[config.mk]
export PLATFORM = sky130hd
export DESIGN_NAME = adc_autoscan_sequencer
export DESIGN_NICKNAME = d
export VERILOG_FILES = /design/src/hw/adc_autoscan_pkg.sv /design/src/hw/adc_autoscan_sequencer.sv
export SDC_FILE = /design/constraint.sdc
export NUM_CORES = 2
export LEC_CHECK = 0
export ABC_CLOCK_PERIOD_IN_PS = 5100
export BUFFER_PORTS_ARGS = -buffer_cell sky130_fd_sc_hd__buf_4
export CAP_MARGIN = 15
export CORE_MARGIN = 2
export CORE_UTILIZATION = 45
export DETAILED_ROUTE_END_ITERATION = 16
export SYNTH_ARGS = -nofsm -noshare
export SYNTH_HDL_FRONTEND = slang
export SYNTH_SLANG_ARGS = --single-unit
[constraint.sdc]
create_clock -name pclk -period 5.1 [get_ports pclk]
set_input_delay 0.51 -clock pclk [delete_from_list [all_inputs] [get_ports pclk]]
set_output_delay 0.51 -clock pclk [all_outputs]
set_load 0.02 [all_outputs]
[src/hw/adc_autoscan_pkg.sv]
// =============================================================================
// shared constants and types for the autoscan sequencer
// =============================================================================
package adc_autoscan_pkg;

    // clock period of pclk in ns
    localparam int unsigned CLK_PERIOD_NS    = 20;

    // channel slot, sample command and self-calibration times
    localparam int unsigned SLOT_TIME_NS     = 10050;
    localparam int unsigned SAMPLE_TIME_NS   = 2000;
    localparam int unsigned CAL_TIME_MS      = 41;

    // derived cycle counts (slot rounds down, sample rounds up)
    localparam int unsigned SLOT_CYCLES      = SLOT_TIME_NS / CLK_PERIOD_NS;
    localparam int unsigned SAMPLE_CYCLES    = (SAMPLE_TIME_NS + CLK_PERIOD_NS - 1)
                                               / CLK_PERIOD_NS;
    localparam int unsigned CAL_CYCLES       = (CAL_TIME_MS * 1000000) / CLK_PERIOD_NS;

    // converter clock: pulses per conversion and half period in pclk cycles
    localparam int unsigned CONV_PULSES      = 17;
    localparam int unsigned CONV_HALF_CYCLES = 10;

    // channel counts per scan
    localparam logic [4:0]  CHANNELS_24      = 5'h18;
    localparam logic [4:0]  CHANNELS_16      = 5'h10;
    localparam logic [4:0]  CHANNELS_8       = 5'h08;
    localparam int unsigned RESULT_WORDS     = 32;

    // register indices; byte address is four times the index
    localparam logic [11:0] CTRL_WORD_INDEX  = 12'h000;
    localparam logic [11:0] RESULT_FIRST_IDX = 12'h010;
    localparam logic [11:0] RESULT_LAST_IDX  = 12'h04e;

    // control/status word bit positions
    localparam int unsigned SOFT_RESET_BIT   = 5;
    localparam int unsigned CAL_BUSY_BIT     = 8;
    localparam int unsigned SCAN_ACTIVE_BIT  = 9;

    // control part of the control/status word, cleared by every reset
    typedef struct packed {
        logic       fault_indicator_lamp;  // bit 4
        logic       twos_complement;       // bit 3: result format
        logic [1:0] channel_count_select;  // bits 2:1: 00=24 01=16 1x=8
        logic       scan_enable;           // bit 0
    } ctrl_word_t;

    localparam ctrl_word_t CTRL_WORD_RESET = '0;

    // sequencer states
    typedef enum logic [1:0] {ST_CAL, ST_IDLE, ST_SCAN} seq_state_t;

endpackage

[src/hw/adc_autoscan_sequencer.sv]
// =============================================================================
// How it works
// - enabled scan converts each selected input unaided
// - one channel every 10.04 microseconds (502 clocks), pipelined
// - result lands in its channel's own slot
// - channel count selectable as 24, 16, 8
// - each channel sampled, converted, stored as 16 bits
// - host reads any slot anytime, scan undisturbed
// - any reset runs 41 ms self-calibration
// - any reset clears whole control word
// - scanning stays off until enable set
// - disabled scan leaves result memory untouched
// - control word bit triggers software reset
// - control word bit drives fault lamp
// - control word selects result number format
// - sample-and-hold goes to hold before converting
// - mux advances to next input during conversion
// - previous result written during next conversion
// - 32 result words plus one control word
// - results at even indices 0x10 to 0x4e
// - only lowest 24 words receive results
// - 2.0 us sample, then 17 converter clocks
// =============================================================================
`timescale 1ns/100ps

module adc_autoscan_sequencer #(
    parameter int unsigned CAL_CYCLES = adc_autoscan_pkg::CAL_CYCLES
) (
    // clock, reset, clock enable
    input  wire logic        pclk,
    input  wire logic        presetn,
    input  wire logic        ce,
    // apb slave
    input  wire logic        psel,
    input  wire logic        penable,
    input  wire logic        pwrite,
    input  wire logic [11:0] paddr,
    input  wire logic [31:0] pwdata,
    output logic      [31:0] prdata,
    output logic             pready,
    output logic             pslverr,
    // converter and multiplexer pins
    input  wire logic [15:0] adc_data,
    output logic             adc_sample,
    output logic             adc_clk,
    output logic             adc_cal_busy,
    output logic      [4:0]  mux_channel,
    // board indicator
    output logic             fault_indicator_lamp
);

    // =========================================================================
    // declarations
    // =========================================================================
    localparam int unsigned CW = $clog2(CAL_CYCLES + 1);
    localparam logic [8:0]  SLOT_LAST  = 9'(adc_autoscan_pkg::SLOT_CYCLES - 1);
    localparam logic [8:0]  SAMPLE_END = 9'(adc_autoscan_pkg::SAMPLE_CYCLES);
    localparam logic [8:0]  CONV_END   = 9'(adc_autoscan_pkg::SAMPLE_CYCLES
                                   + 2 * adc_autoscan_pkg::CONV_PULSES
                                   * adc_autoscan_pkg::CONV_HALF_CYCLES);
    localparam logic [8:0]  HALF       = 9'(adc_autoscan_pkg::CONV_HALF_CYCLES);

    adc_autoscan_pkg::ctrl_word_t ctrl_word;     // control part of the word
    adc_autoscan_pkg::seq_state_t state;         // sequencer state
    logic [CW-1:0]                cal_cnt;       // calibration countdown
    logic [8:0]                   slot_cnt;      // position in channel slot
    logic [4:0]                   ch_cur;        // channel being converted
    logic [4:0]                   prev_ch;       // channel awaiting write
    logic                         prev_valid;    // a result awaits write
    logic [15:0]                  data_meta;     // first sync stage
    logic [15:0]                  data_sync;     // second sync stage
    logic [15:0]                  result [adc_autoscan_pkg::RESULT_WORDS];
    logic                         setup;         // apb setup phase
    logic                         wr_done;       // apb write completes
    logic                         soft_reset;    // software reset request
    logic                         scan_write;    // sequencer writes a result
    logic                         scanning;      // state is scan
    logic [8:0]                   conv_phase;    // cycles since hold began

    // =========================================================================
    // helpers
    // =========================================================================
    // channels per scan for a count select
    function automatic logic [4:0] chan_limit(input logic [1:0] sel);
        case (sel)
            2'b00:   chan_limit = adc_autoscan_pkg::CHANNELS_24;
            2'b01:   chan_limit = adc_autoscan_pkg::CHANNELS_16;
            default: chan_limit = adc_autoscan_pkg::CHANNELS_8;
        endcase
    endfunction

    // next channel with wrap to zero
    function automatic logic [4:0] next_chan(input logic [4:0] ch, input logic [1:0] sel);
        next_chan = (5'(ch + 5'h01) >= chan_limit(sel)) ? 5'h00 : 5'(ch + 5'h01);
    endfunction

    // result word hit for a byte address
    function automatic logic result_hit(input logic [11:0] a);
        result_hit = (a >= (adc_autoscan_pkg::RESULT_FIRST_IDX << 2))
                  && (a <= (adc_autoscan_pkg::RESULT_LAST_IDX << 2))
                  && (a[2:0] == 3'h0);
    endfunction

    // result word number for a byte address
    function automatic logic [4:0] result_num(input logic [11:0] a);
        logic [11:0] off;
        off        = 12'(a - (adc_autoscan_pkg::RESULT_FIRST_IDX << 2));
        result_num = off[7:3];
    endfunction

    assign setup      = psel && !penable;
    assign wr_done    = psel && penable && pready && pwrite;
    assign soft_reset = ce && wr_done && (paddr == (adc_autoscan_pkg::CTRL_WORD_INDEX << 2))
                        && pwdata[adc_autoscan_pkg::SOFT_RESET_BIT];
    assign scanning   = (state == adc_autoscan_pkg::ST_SCAN);
    assign conv_phase = 9'(slot_cnt - SAMPLE_END);
    // write of the previous result while this channel converts
    assign scan_write = ce && scanning && ctrl_word.scan_enable
                        && (slot_cnt == SAMPLE_END) && prev_valid;

    // =========================================================================
    // control word
    // =========================================================================
    // software writes, cleared on any reset including its own reset bit
    always_ff @(posedge pclk or negedge presetn)
    begin
        if (!presetn)
            ctrl_word <= adc_autoscan_pkg::CTRL_WORD_RESET;
        else if (ce)
        begin
            if (soft_reset)
                ctrl_word <= adc_autoscan_pkg::CTRL_WORD_RESET;
            else if (wr_done && paddr == (adc_autoscan_pkg::CTRL_WORD_INDEX << 2))
                ctrl_word <= adc_autoscan_pkg::ctrl_word_t'(pwdata[4:0]);
        end
    end

    // =========================================================================
    // converter data synchroniser
    // =========================================================================
    // latched converter word comes from off-chip pins
    always_ff @(posedge pclk or negedge presetn)
    begin
        if (!presetn)
        begin
            data_meta <= 16'h0000;
            data_sync <= 16'h0000;
        end
        else if (ce)
        begin
            data_meta <= adc_data;
            data_sync <= data_meta;
        end
    end

    // =========================================================================
    // sequencer state
    // =========================================================================
    // calibration, idle and scan; soft reset restarts calibration
    always_ff @(posedge pclk or negedge presetn)
    begin
        if (!presetn)
        begin
            state   <= adc_autoscan_pkg::ST_CAL;
            cal_cnt <= CW'(CAL_CYCLES);
        end
        else if (ce)
        begin
            if (soft_reset)
            begin
                state   <= adc_autoscan_pkg::ST_CAL;
                cal_cnt <= CW'(CAL_CYCLES);
            end
            else
            begin
                case (state)
                    // hold off all scanning until calibration ends
                    adc_autoscan_pkg::ST_CAL:
                    begin
                        if (cal_cnt <= CW'(1))
                            state <= adc_autoscan_pkg::ST_IDLE;
                        else
                            cal_cnt <= CW'(cal_cnt - CW'(1));
                    end
                    // wait for enable
                    adc_autoscan_pkg::ST_IDLE:
                    begin
                        if (ctrl_word.scan_enable)
                            state <= adc_autoscan_pkg::ST_SCAN;
                    end
                    // stop at the end of a slot once disabled
                    adc_autoscan_pkg::ST_SCAN:
                    begin
                        if (!ctrl_word.scan_enable && slot_cnt == SLOT_LAST)
                            state <= adc_autoscan_pkg::ST_IDLE;
                    end
                    default:
                        state <= adc_autoscan_pkg::ST_CAL;
                endcase
            end
        end
    end

    // =========================================================================
    // slot timing and channel pipeline
    // =========================================================================
    // slot counter, mux advance at hold, pending result bookkeeping
    always_ff @(posedge pclk or negedge presetn)
    begin
        if (!presetn)
        begin
            slot_cnt    <= 9'h000;
            ch_cur      <= 5'h00;
            prev_ch     <= 5'h00;
            prev_valid  <= 1'b0;
            mux_channel <= 5'h00;
        end
        else if (ce)
        begin
            if (!scanning || soft_reset)
            begin
                // restart from channel zero on the next scan
                slot_cnt    <= 9'h000;
                ch_cur      <= 5'h00;
                prev_valid  <= 1'b0;
                mux_channel <= 5'h00;
            end
            else
            begin
                slot_cnt <= (slot_cnt == SLOT_LAST) ? 9'h000 : 9'(slot_cnt + 9'h001);
                if (slot_cnt == SAMPLE_END)
                begin
                    // settle the next input while this one converts
                    mux_channel <= next_chan(ch_cur, ctrl_word.channel_count_select);
                    prev_ch     <= ch_cur;
                    prev_valid  <= 1'b1;
                end
                if (slot_cnt == SLOT_LAST)
                    ch_cur <= mux_channel;
            end
        end
    end

    // =========================================================================
    // converter pins
    // =========================================================================
    // sample command for the first 2 us, then 17 clock pulses in hold
    always_ff @(posedge pclk or negedge presetn)
    begin
        if (!presetn)
        begin
            adc_sample   <= 1'b0;
            adc_clk      <= 1'b0;
            adc_cal_busy <= 1'b1;
        end
        else if (ce)
        begin
            adc_cal_busy <= (state == adc_autoscan_pkg::ST_CAL) || soft_reset;
            adc_sample   <= scanning && (slot_cnt < SAMPLE_END);
            // even half periods high, odd ones low: 17 whole pulses
            adc_clk      <= scanning && (slot_cnt >= SAMPLE_END) && (slot_cnt < CONV_END)
                            && ((conv_phase / HALF) % 9'h002 == 9'h000);
        end
    end

    // =========================================================================
    // result memory with arbitration
    // =========================================================================
    // sequencer write on its fixed cycle; host write to another word same cycle
    always_ff @(posedge pclk or negedge presetn)
    begin
        if (!presetn)
        begin
            for (int i = 0; i < adc_autoscan_pkg::RESULT_WORDS; i++)
                result[i] <= 16'h0000;
        end
        else if (ce)
        begin
            if (wr_done && result_hit(paddr))
                result[result_num(paddr)] <= pwdata[15:0];
            if (scan_write)
                result[prev_ch] <= data_sync;
        end
    end

    // =========================================================================
    // apb answer
    // =========================================================================
    // one wait-free access phase: data prepared during setup
    always_ff @(posedge pclk or negedge presetn)
    begin
        if (!presetn)
        begin
            pready  <= 1'b0;
            pslverr <= 1'b0;
            prdata  <= 32'h0000_0000;
        end
        else if (ce)
        begin
            pready  <= setup;
            pslverr <= setup && !result_hit(paddr)
                       && (paddr != (adc_autoscan_pkg::CTRL_WORD_INDEX << 2));
            if (!setup || pwrite)
                prdata <= 32'h0000_0000;
            else if (paddr == (adc_autoscan_pkg::CTRL_WORD_INDEX << 2))
                prdata <= {22'h000000, scanning, state == adc_autoscan_pkg::ST_CAL,
                           3'h0, ctrl_word};
            else if (result_hit(paddr) && result_num(paddr) < adc_autoscan_pkg::CHANNELS_24
                     && ctrl_word.twos_complement)
                prdata <= {16'h0000, ~result[result_num(paddr)][15],
                           result[result_num(paddr)][14:0]};
            else if (result_hit(paddr))
                prdata <= {16'h0000, result[result_num(paddr)]};
            else
                prdata <= 32'h0000_0000;
        end
    end

    // lamp follows the control word
    always_ff @(posedge pclk or negedge presetn)
    begin
        if (!presetn)
            fault_indicator_lamp <= 1'b0;
        else if (ce)
            fault_indicator_lamp <= ctrl_word.fault_indicator_lamp;
    end
endmodule // adc_autoscan_sequencer

### Word level (Yosys, flattened, before mapping)

Index checks and enable logic that the tools add are counted.

| storage, ports and cells | value |
|---|---|
| input port bits | 66 |
| logic and storage cells | 172 |
| register bits | 635 |

| operators by class | value |
|---|---|
| reductions and logical operators | 50 |
| mux-type cells | 39 |
| div/mod/pow operators | 1 |
| $lt $le $gt $ge | 12 |
| add/sub/neg operators | 5 |
| equality and inequality tests | 9 |
| bitwise operators | 4 |

Operators with widths:

| kind | count |
|---|---|
| 512-bit 2-to-1 mux | 3 |
| 512-bit bitwise mux | 2 |
| 16-bit demux with 5-bit select | 2 |
| 16-bit 2-to-1 mux | 8 |
| 16-bit binary-select mux with 5-bit select | 1 |
| 21-bit 2-to-1 mux | 3 |
| 5-bit 2-to-1 mux | 10 |
| 1-bit logical AND | 26 |
| 21-bit by 1-bit <= comparator with 1-bit output, second input constant | 1 |
| 21-bit by 1-bit subtractor with 21-bit output, second input constant | 1 |
| 9-bit 2-to-1 mux | 2 |
| 12-bit by 7-bit >= comparator with 1-bit output, second input constant | 1 |
| 6-bit >= comparator, second input constant | 2 |
| 12-bit by 9-bit <= comparator with 1-bit output, second input constant | 1 |
| 12-bit zero test | 1 |
| 6-bit by 1-bit less-than comparator with 1-bit output, second input constant | 2 |
| 5-bit NOT with 6-bit output | 2 |
| 12-bit nonzero test | 1 |
| 5-bit one-hot mux with 2 select lines | 1 |
| 9-bit by 1-bit adder with 9-bit output, second input constant | 1 |
| 9-bit by 4-bit divider with 9-bit output, second input constant | 1 |
| 9-bit by 7-bit == test with 1-bit output, second input constant | 1 |
| 9-bit == test, second input constant | 1 |
| 9-bit by 7-bit >= comparator with 1-bit output, second input constant | 1 |
| other kinds (25) | 45 |

### Depth between registers and ports, before layout

| depth | value |
|---|---|
| word-level depth | 13 |
| gate-level depth with buffers | 19 |
| gate-level depth less buffers | 17 |

### Worst setup path before layout

No wires, ideal clock.

| timing path | value |
|---|---|
| kind | flip-flop to flip-flop |
| start point | register slot_cnt[2] |
| end point | register adc_clk |
| clock period less this slack | 4.356 ns |
| path buffers | 2 |
| arrival | 4.245 ns |
| path slack | 0.744 ns |
| stages on the path, launching flop included | 20 |
| cell sequence | dfrtp_1 > clkbuf_1 > inv_1 > ha_1 > buf_4 > nor2b_1 > nor3_1 > or2_1 > a21boi_1 > or2_1 > inv_1 > ha_1 > nor3_1 > a2111oi_0 > a21o_1 > or3_1 > o311ai_2 > or2_1 > o311ai_1 > o41ai_1 |

| between the ends | value |
|---|---|
| longest elaborated chain between the ends | 4 |

Ends and longest elaborated chain:

| element | RTL line | text |
|---|---|---|
| start, declared | adc_autoscan_sequencer.sv:66 | `logic [8:0] slot_cnt;` |
| start signal, assigned | adc_autoscan_sequencer.sv:230 | `slot_cnt <= (slot_cnt == SLOT_LAST) ? 9'h000 : 9'(slot_cnt + 9'h001);` |
| 9-bit by 7-bit subtractor with 9-bit output or 9-bit by 7-bit >= comparator with 1-bit output (tied branches) | adc_autoscan_sequencer.sv:116, adc_autoscan_sequencer.sv:261 |  |
| 9-bit by 4-bit divider with 9-bit output or 1-bit logical AND (tied branches) | adc_autoscan_sequencer.sv:262, adc_autoscan_sequencer.sv:261 |  |
| 9-bit zero test or 1-bit logical AND (tied branches) | adc_autoscan_sequencer.sv:262, adc_autoscan_sequencer.sv:261 |  |
| 1-bit logical AND (*) | adc_autoscan_sequencer.sv:262 | `&& ((conv_phase / HALF) % 9'h002 == 9'h000);` |
| end signal, assigned | adc_autoscan_sequencer.sv:261 | `adc_clk <= scanning && (slot_cnt >= SAMPLE_END) && (slot_cnt < CONV_END)` |
| end, declared | adc_autoscan_sequencer.sv:45 | `output logic adc_clk,` |

Every way passes the cells marked *; elsewhere a longest branch is shown, timed or not.
A chain may end at the register's enable or synchronous reset.

### Worst setup path after layout

| timing path | value |
|---|---|
| start point | register slot_cnt[3] |
| end point | register adc_clk |

The elaborated chain is that of the path after synthesis.

==> results.yml <==
power_and_ir_drop:
  power.density_nw_per_um2: 333
  comb_power_share_pct: 13.6
  power_internal_w: 0.00850
  p_leak_nw: 15.5
  vdd.ir_drop.worst_mv: 0.295
  power_frac_clock_pct: 41.9
  p_sw_w: 0.00343
  sequentialPowerShare_pct: 44.4
  netSwitchingFraction_pct: 28.7
critical_path:
  critical_path.endpoint_type: "register"
  critical_path.reg2reg.startpoint: "slot_cnt[3]$_DFFE_PN0P_"
  crit_path_start_kind: "register"
  worstSetupPathType: "reg -> reg"
  critical_path_required_ps: 5600
  timing.reg2reg.setup_slack_ps: 580
  critical_path.startpoint: "slot_cnt[3]$_DFFE_PN0P_"
  ff2ff_path_depth: 17
  cp_data_arrival_time_ps: 5020
  reg2reg_end: "adc_clk$_DFFE_PN0P_"
  maximum_fanout_along_the_worst_path: 9
logic_synthesis:
  yosys.cell_types.count: 84
  synthAdderAreaFrac_pct: 0.768
  synth-warning-count: 0
  synth.area.mux_share_pct: 12.9
  yosysTopAreaCell: "dfrtp_1"
  synth_area_um2: 32600
  post_synth_xor_area_fraction_pct: 0.925
  synth_sequential_area_ratio_pct: 47.6
  synth_async_sr_flop_share_pct: 100
  fraction_of_post_synthesis_cell_area_in_the_top_cell_type_by_area_pct: 46.5
  avgSynthCellArea_um2: 9.76
  synth_ff_type: "dfrtp_1"
  netlist_instances: 3339
  compound_gate_fraction_of_synth_area_pct: 21.2
  synth.area.top_cells: "dfrtp_1 (47%), mux4_2 (11%), o22ai_1 (10%)"
  synth_top_family_by_area: "compound AO/OA/AOI/OAI gates"
  synth.ff_latch_count: 619
  number_of_enable_flip_flop_cells_after_synthesis: 0
  yosys.area_share.simple_pct: 11.1
routing:
  ant_nets: 0
  route.vias.total: 28500
  drt_drc_violations_left: 0
  drtIter0Drc: 3826
  drt_first_pass_iters: 9
  viasPerCell: 6.79
  drt_total_wl_um: 117000
  post_drt_wl_per_cell_um: 27.9
grt:
  globalRoute.totalOverflow: 0
  via_count_of_the_first_global_routing_pass: 28300
  grt_first_pass_wirelength_um: 176000
  grt.total_usage_pct: 31.1
  largest_net_degree_at_the_start_of_global_routing: 210
  grt_antenna_before_repair: 3
clocking:
  postCtsSetupRepairBufs: 0
  cts-root-buf: "clkbuf_16"
  cts-root-to-sink-buffers: 3
  cts_tree: "yes"
  latest_clock_arrival_within_the_worst_skew_pair_ps: 620
  htree_levels: 3
  clkSlewWorstSetupHoldPaths_ps: 60
  cts-buffers-inserted: 69
  sinks_on_clock_net: 619
sta:
  fin_worst_skew_ps: 23.7
  worst_pin_slew_ps: 1130
  final.min_clock_period_ps: 4520
  layout_worst_path_cycle_share_pct: 88.6
  report.final.slew_viol_count: 0
  grt_setup_unrepaired: "no"
  setup_viol: 0
  fmax_mhz: 221
  timing.slew.headroom_pct: 24.4
  final.setup.tns_ps: 0
  finalHoldViolations: 0
floorplan:
  core_um2: 71600
  row_count: 98
  initial_utilization_pct: 45.5
  pin_count: 109
  chipHeight_um: 273
  die-width_um: 273
  dieArea_um2: 74600
placement:
  place.detailed.hpwl_um: 67600
  routabilityCongestion: 0.885
  dp_cells: 4078
  numPortBuffers: 76
run_status:
  run_status: "completed"
layout:
  design.final.nets: 3287
  ratio_of_cells_with_drive_above_1_in_the_final_layout_pct: 16.1
  final_cells: 4204
  area.growth.synth_to_final_pct: 9.89
hold_path:
  worstHoldPathType: "in -> reg"
  hold_path_endpoint: "data_meta[11]$_DFFE_PN0P_"
  holdPathStages: 2
  hp-start: "adc_data[11]"
flow_run:
  drv.max_cap_violation_count: 0
[power groups by stage]
stage,sequential [W],combinational (W),clock (W)
after global placement,0.00537,0.00159,0
after CTS,0.00529,0.00161,0.00507
after global routing,0.00531,0.00177,0.00528
after detailed placement,0.00538,0.00161,0
after floorplan,0.00518,0.00124,0
final,0.00530,0.00163,0.00500
[kinds of logic after synthesis]
group	Yosys count
compound gates	1178
xor+xnor	32
other cells	1
flops	619
fa+ha+maj	20
mux	215
simple gates	845
buf+inv	429
[state kept, by name (all words and copies together) (netlist names), 9 cells and up]
register   flops
data_sync     16
result       512
cal_cnt       21
slot_cnt       9
data_meta     16
prdata        16
[cell usage in the layout (no fill, tap or decap), drive strengths merged, types with 5 or more instances in the layout]
cell    Yosys  routed
xnor2      23      23
nor2b      22      22
xor2        8       8
inv        43      44
mux2i      10      10
o31ai       5       5
clkbuf    247     112
a32oi      12      12
nor4       11      11
nand2b      9       9
ha         20      20
nor3       28      28
nand4      17      17
a22oi      23      23
o22ai     531     531
o21ai      34      34
nor2      580     580
nand2      95      95
a31oi       7       7
and3        6       6
clkinv      2      11
conb        1      16
or2         8       8
buf       137     158
mux2       45      45
dfrtp     606     606
nand3b      6       6
a21oi     528     528
mux4      160     160
nand3      38      38
dfstp      13      13
or3         8       8
[cell type report]
| type | instances | area, um2 |
|---|---|---|
| inverter | 45 | 170 |
| timing repair buffer | 160 | 1310 |
| clock inverter | 11 | 106 |
| antenna | 2 | 5.00 |
| sequential | 619 | 15500 |
| fill | 6476 | 35800 |
| tap | 950 | 1190 |
| clock buffer | 111 | 2140 |
| multi-input combinational | 2306 | 15400 |
[how the worst max path moves through the flow]
| stage | endpoint | slack (ps) |
|---|---|---|
| finish | adc_clk$_DFFE_PN0P_ | 580 |
| global route | adc_clk$_DFFE_PN0P_ | 70 |
| CTS | adc_clk$_DFFE_PN0P_ | 560 |
| detailed placement | adc_clk$_DFFE_PN0P_ | 590 |
| global placement | adc_clk$_DFFE_PN0P_ | 540 |
| floorplan | adc_clk$_DFFE_PN0P_ | 740 |
[worst max-delay path: stages (launching register included)]
cell and delay, ps:
dfrtp_1 380, inv_1 110, ha_1 450, nand2b_4 100, a21boi_0 300, or2_1 230
a21boi_1 370, or2_1 230, inv_1 80, ha_1 240, nor3_1 190, a2111oi_0 100
a21o_1 270, or3_1 380, o311ai_2 340, or2_1 170, o311ai_1 100, o41ai_1 360
[synthesized netlist by cell type (7+ instances only)]
cell and number:
dfrtp_1 606, nor2_1 573, o22ai_1 531, a21oi_1 528, clkbuf_1 247, mux4_2 160, nand2_1 95, buf_1 63
buf_2 48, mux2_2 45, inv_1 43, nand3_1 38, o21ai_0 30, nor3_1 26, buf_4 25, a22oi_1 23
xnor2_1 23, nor2b_1 22, ha_1 20, nand4_1 17, dfstp_2 13, a32oi_1 12, nor4_1 11, mux2i_1 10
nand2b_1 8, nor2_2 7, or3_1 7, xor2_1 7
[through the flow]
stage | area (um2) | power, W | setup slack (ps) | util [%] | hold WS (ps)
after floorplan | 32600 | 0.00642 | 744 | - | 214
after global placement | 33500 | 0.00696 | 541 | 46.8 | 483
after detailed placement | 33500 | 0.00699 | 593 | 46.8 | 477
after CTS | 35800 | 0.0120 | 562 | 50.0 | 91.8
after global routing | 35800 | 0.0124 | 68.5 | 50.0 | 105
final | 35800 | 0.0119 | 582 | 50.0 | 120
[repair_timing]
| item | CTS | global route |
|---|---|---|
| resized for setup | 0 | 0 |
| hold endpoints to repair | 18 | 0 |
| hold buffers | 1 | 0 |
| setup endpoints to repair | 0 | 0 |
[per-layer routing]
layer,global-route usage (%),wire length [um]
met4,14.8,5890
met2,46.7,52000
met1,41.5,45500
met3,9.19,13700
met5,0,44
(Power assumes the default switching activity.)
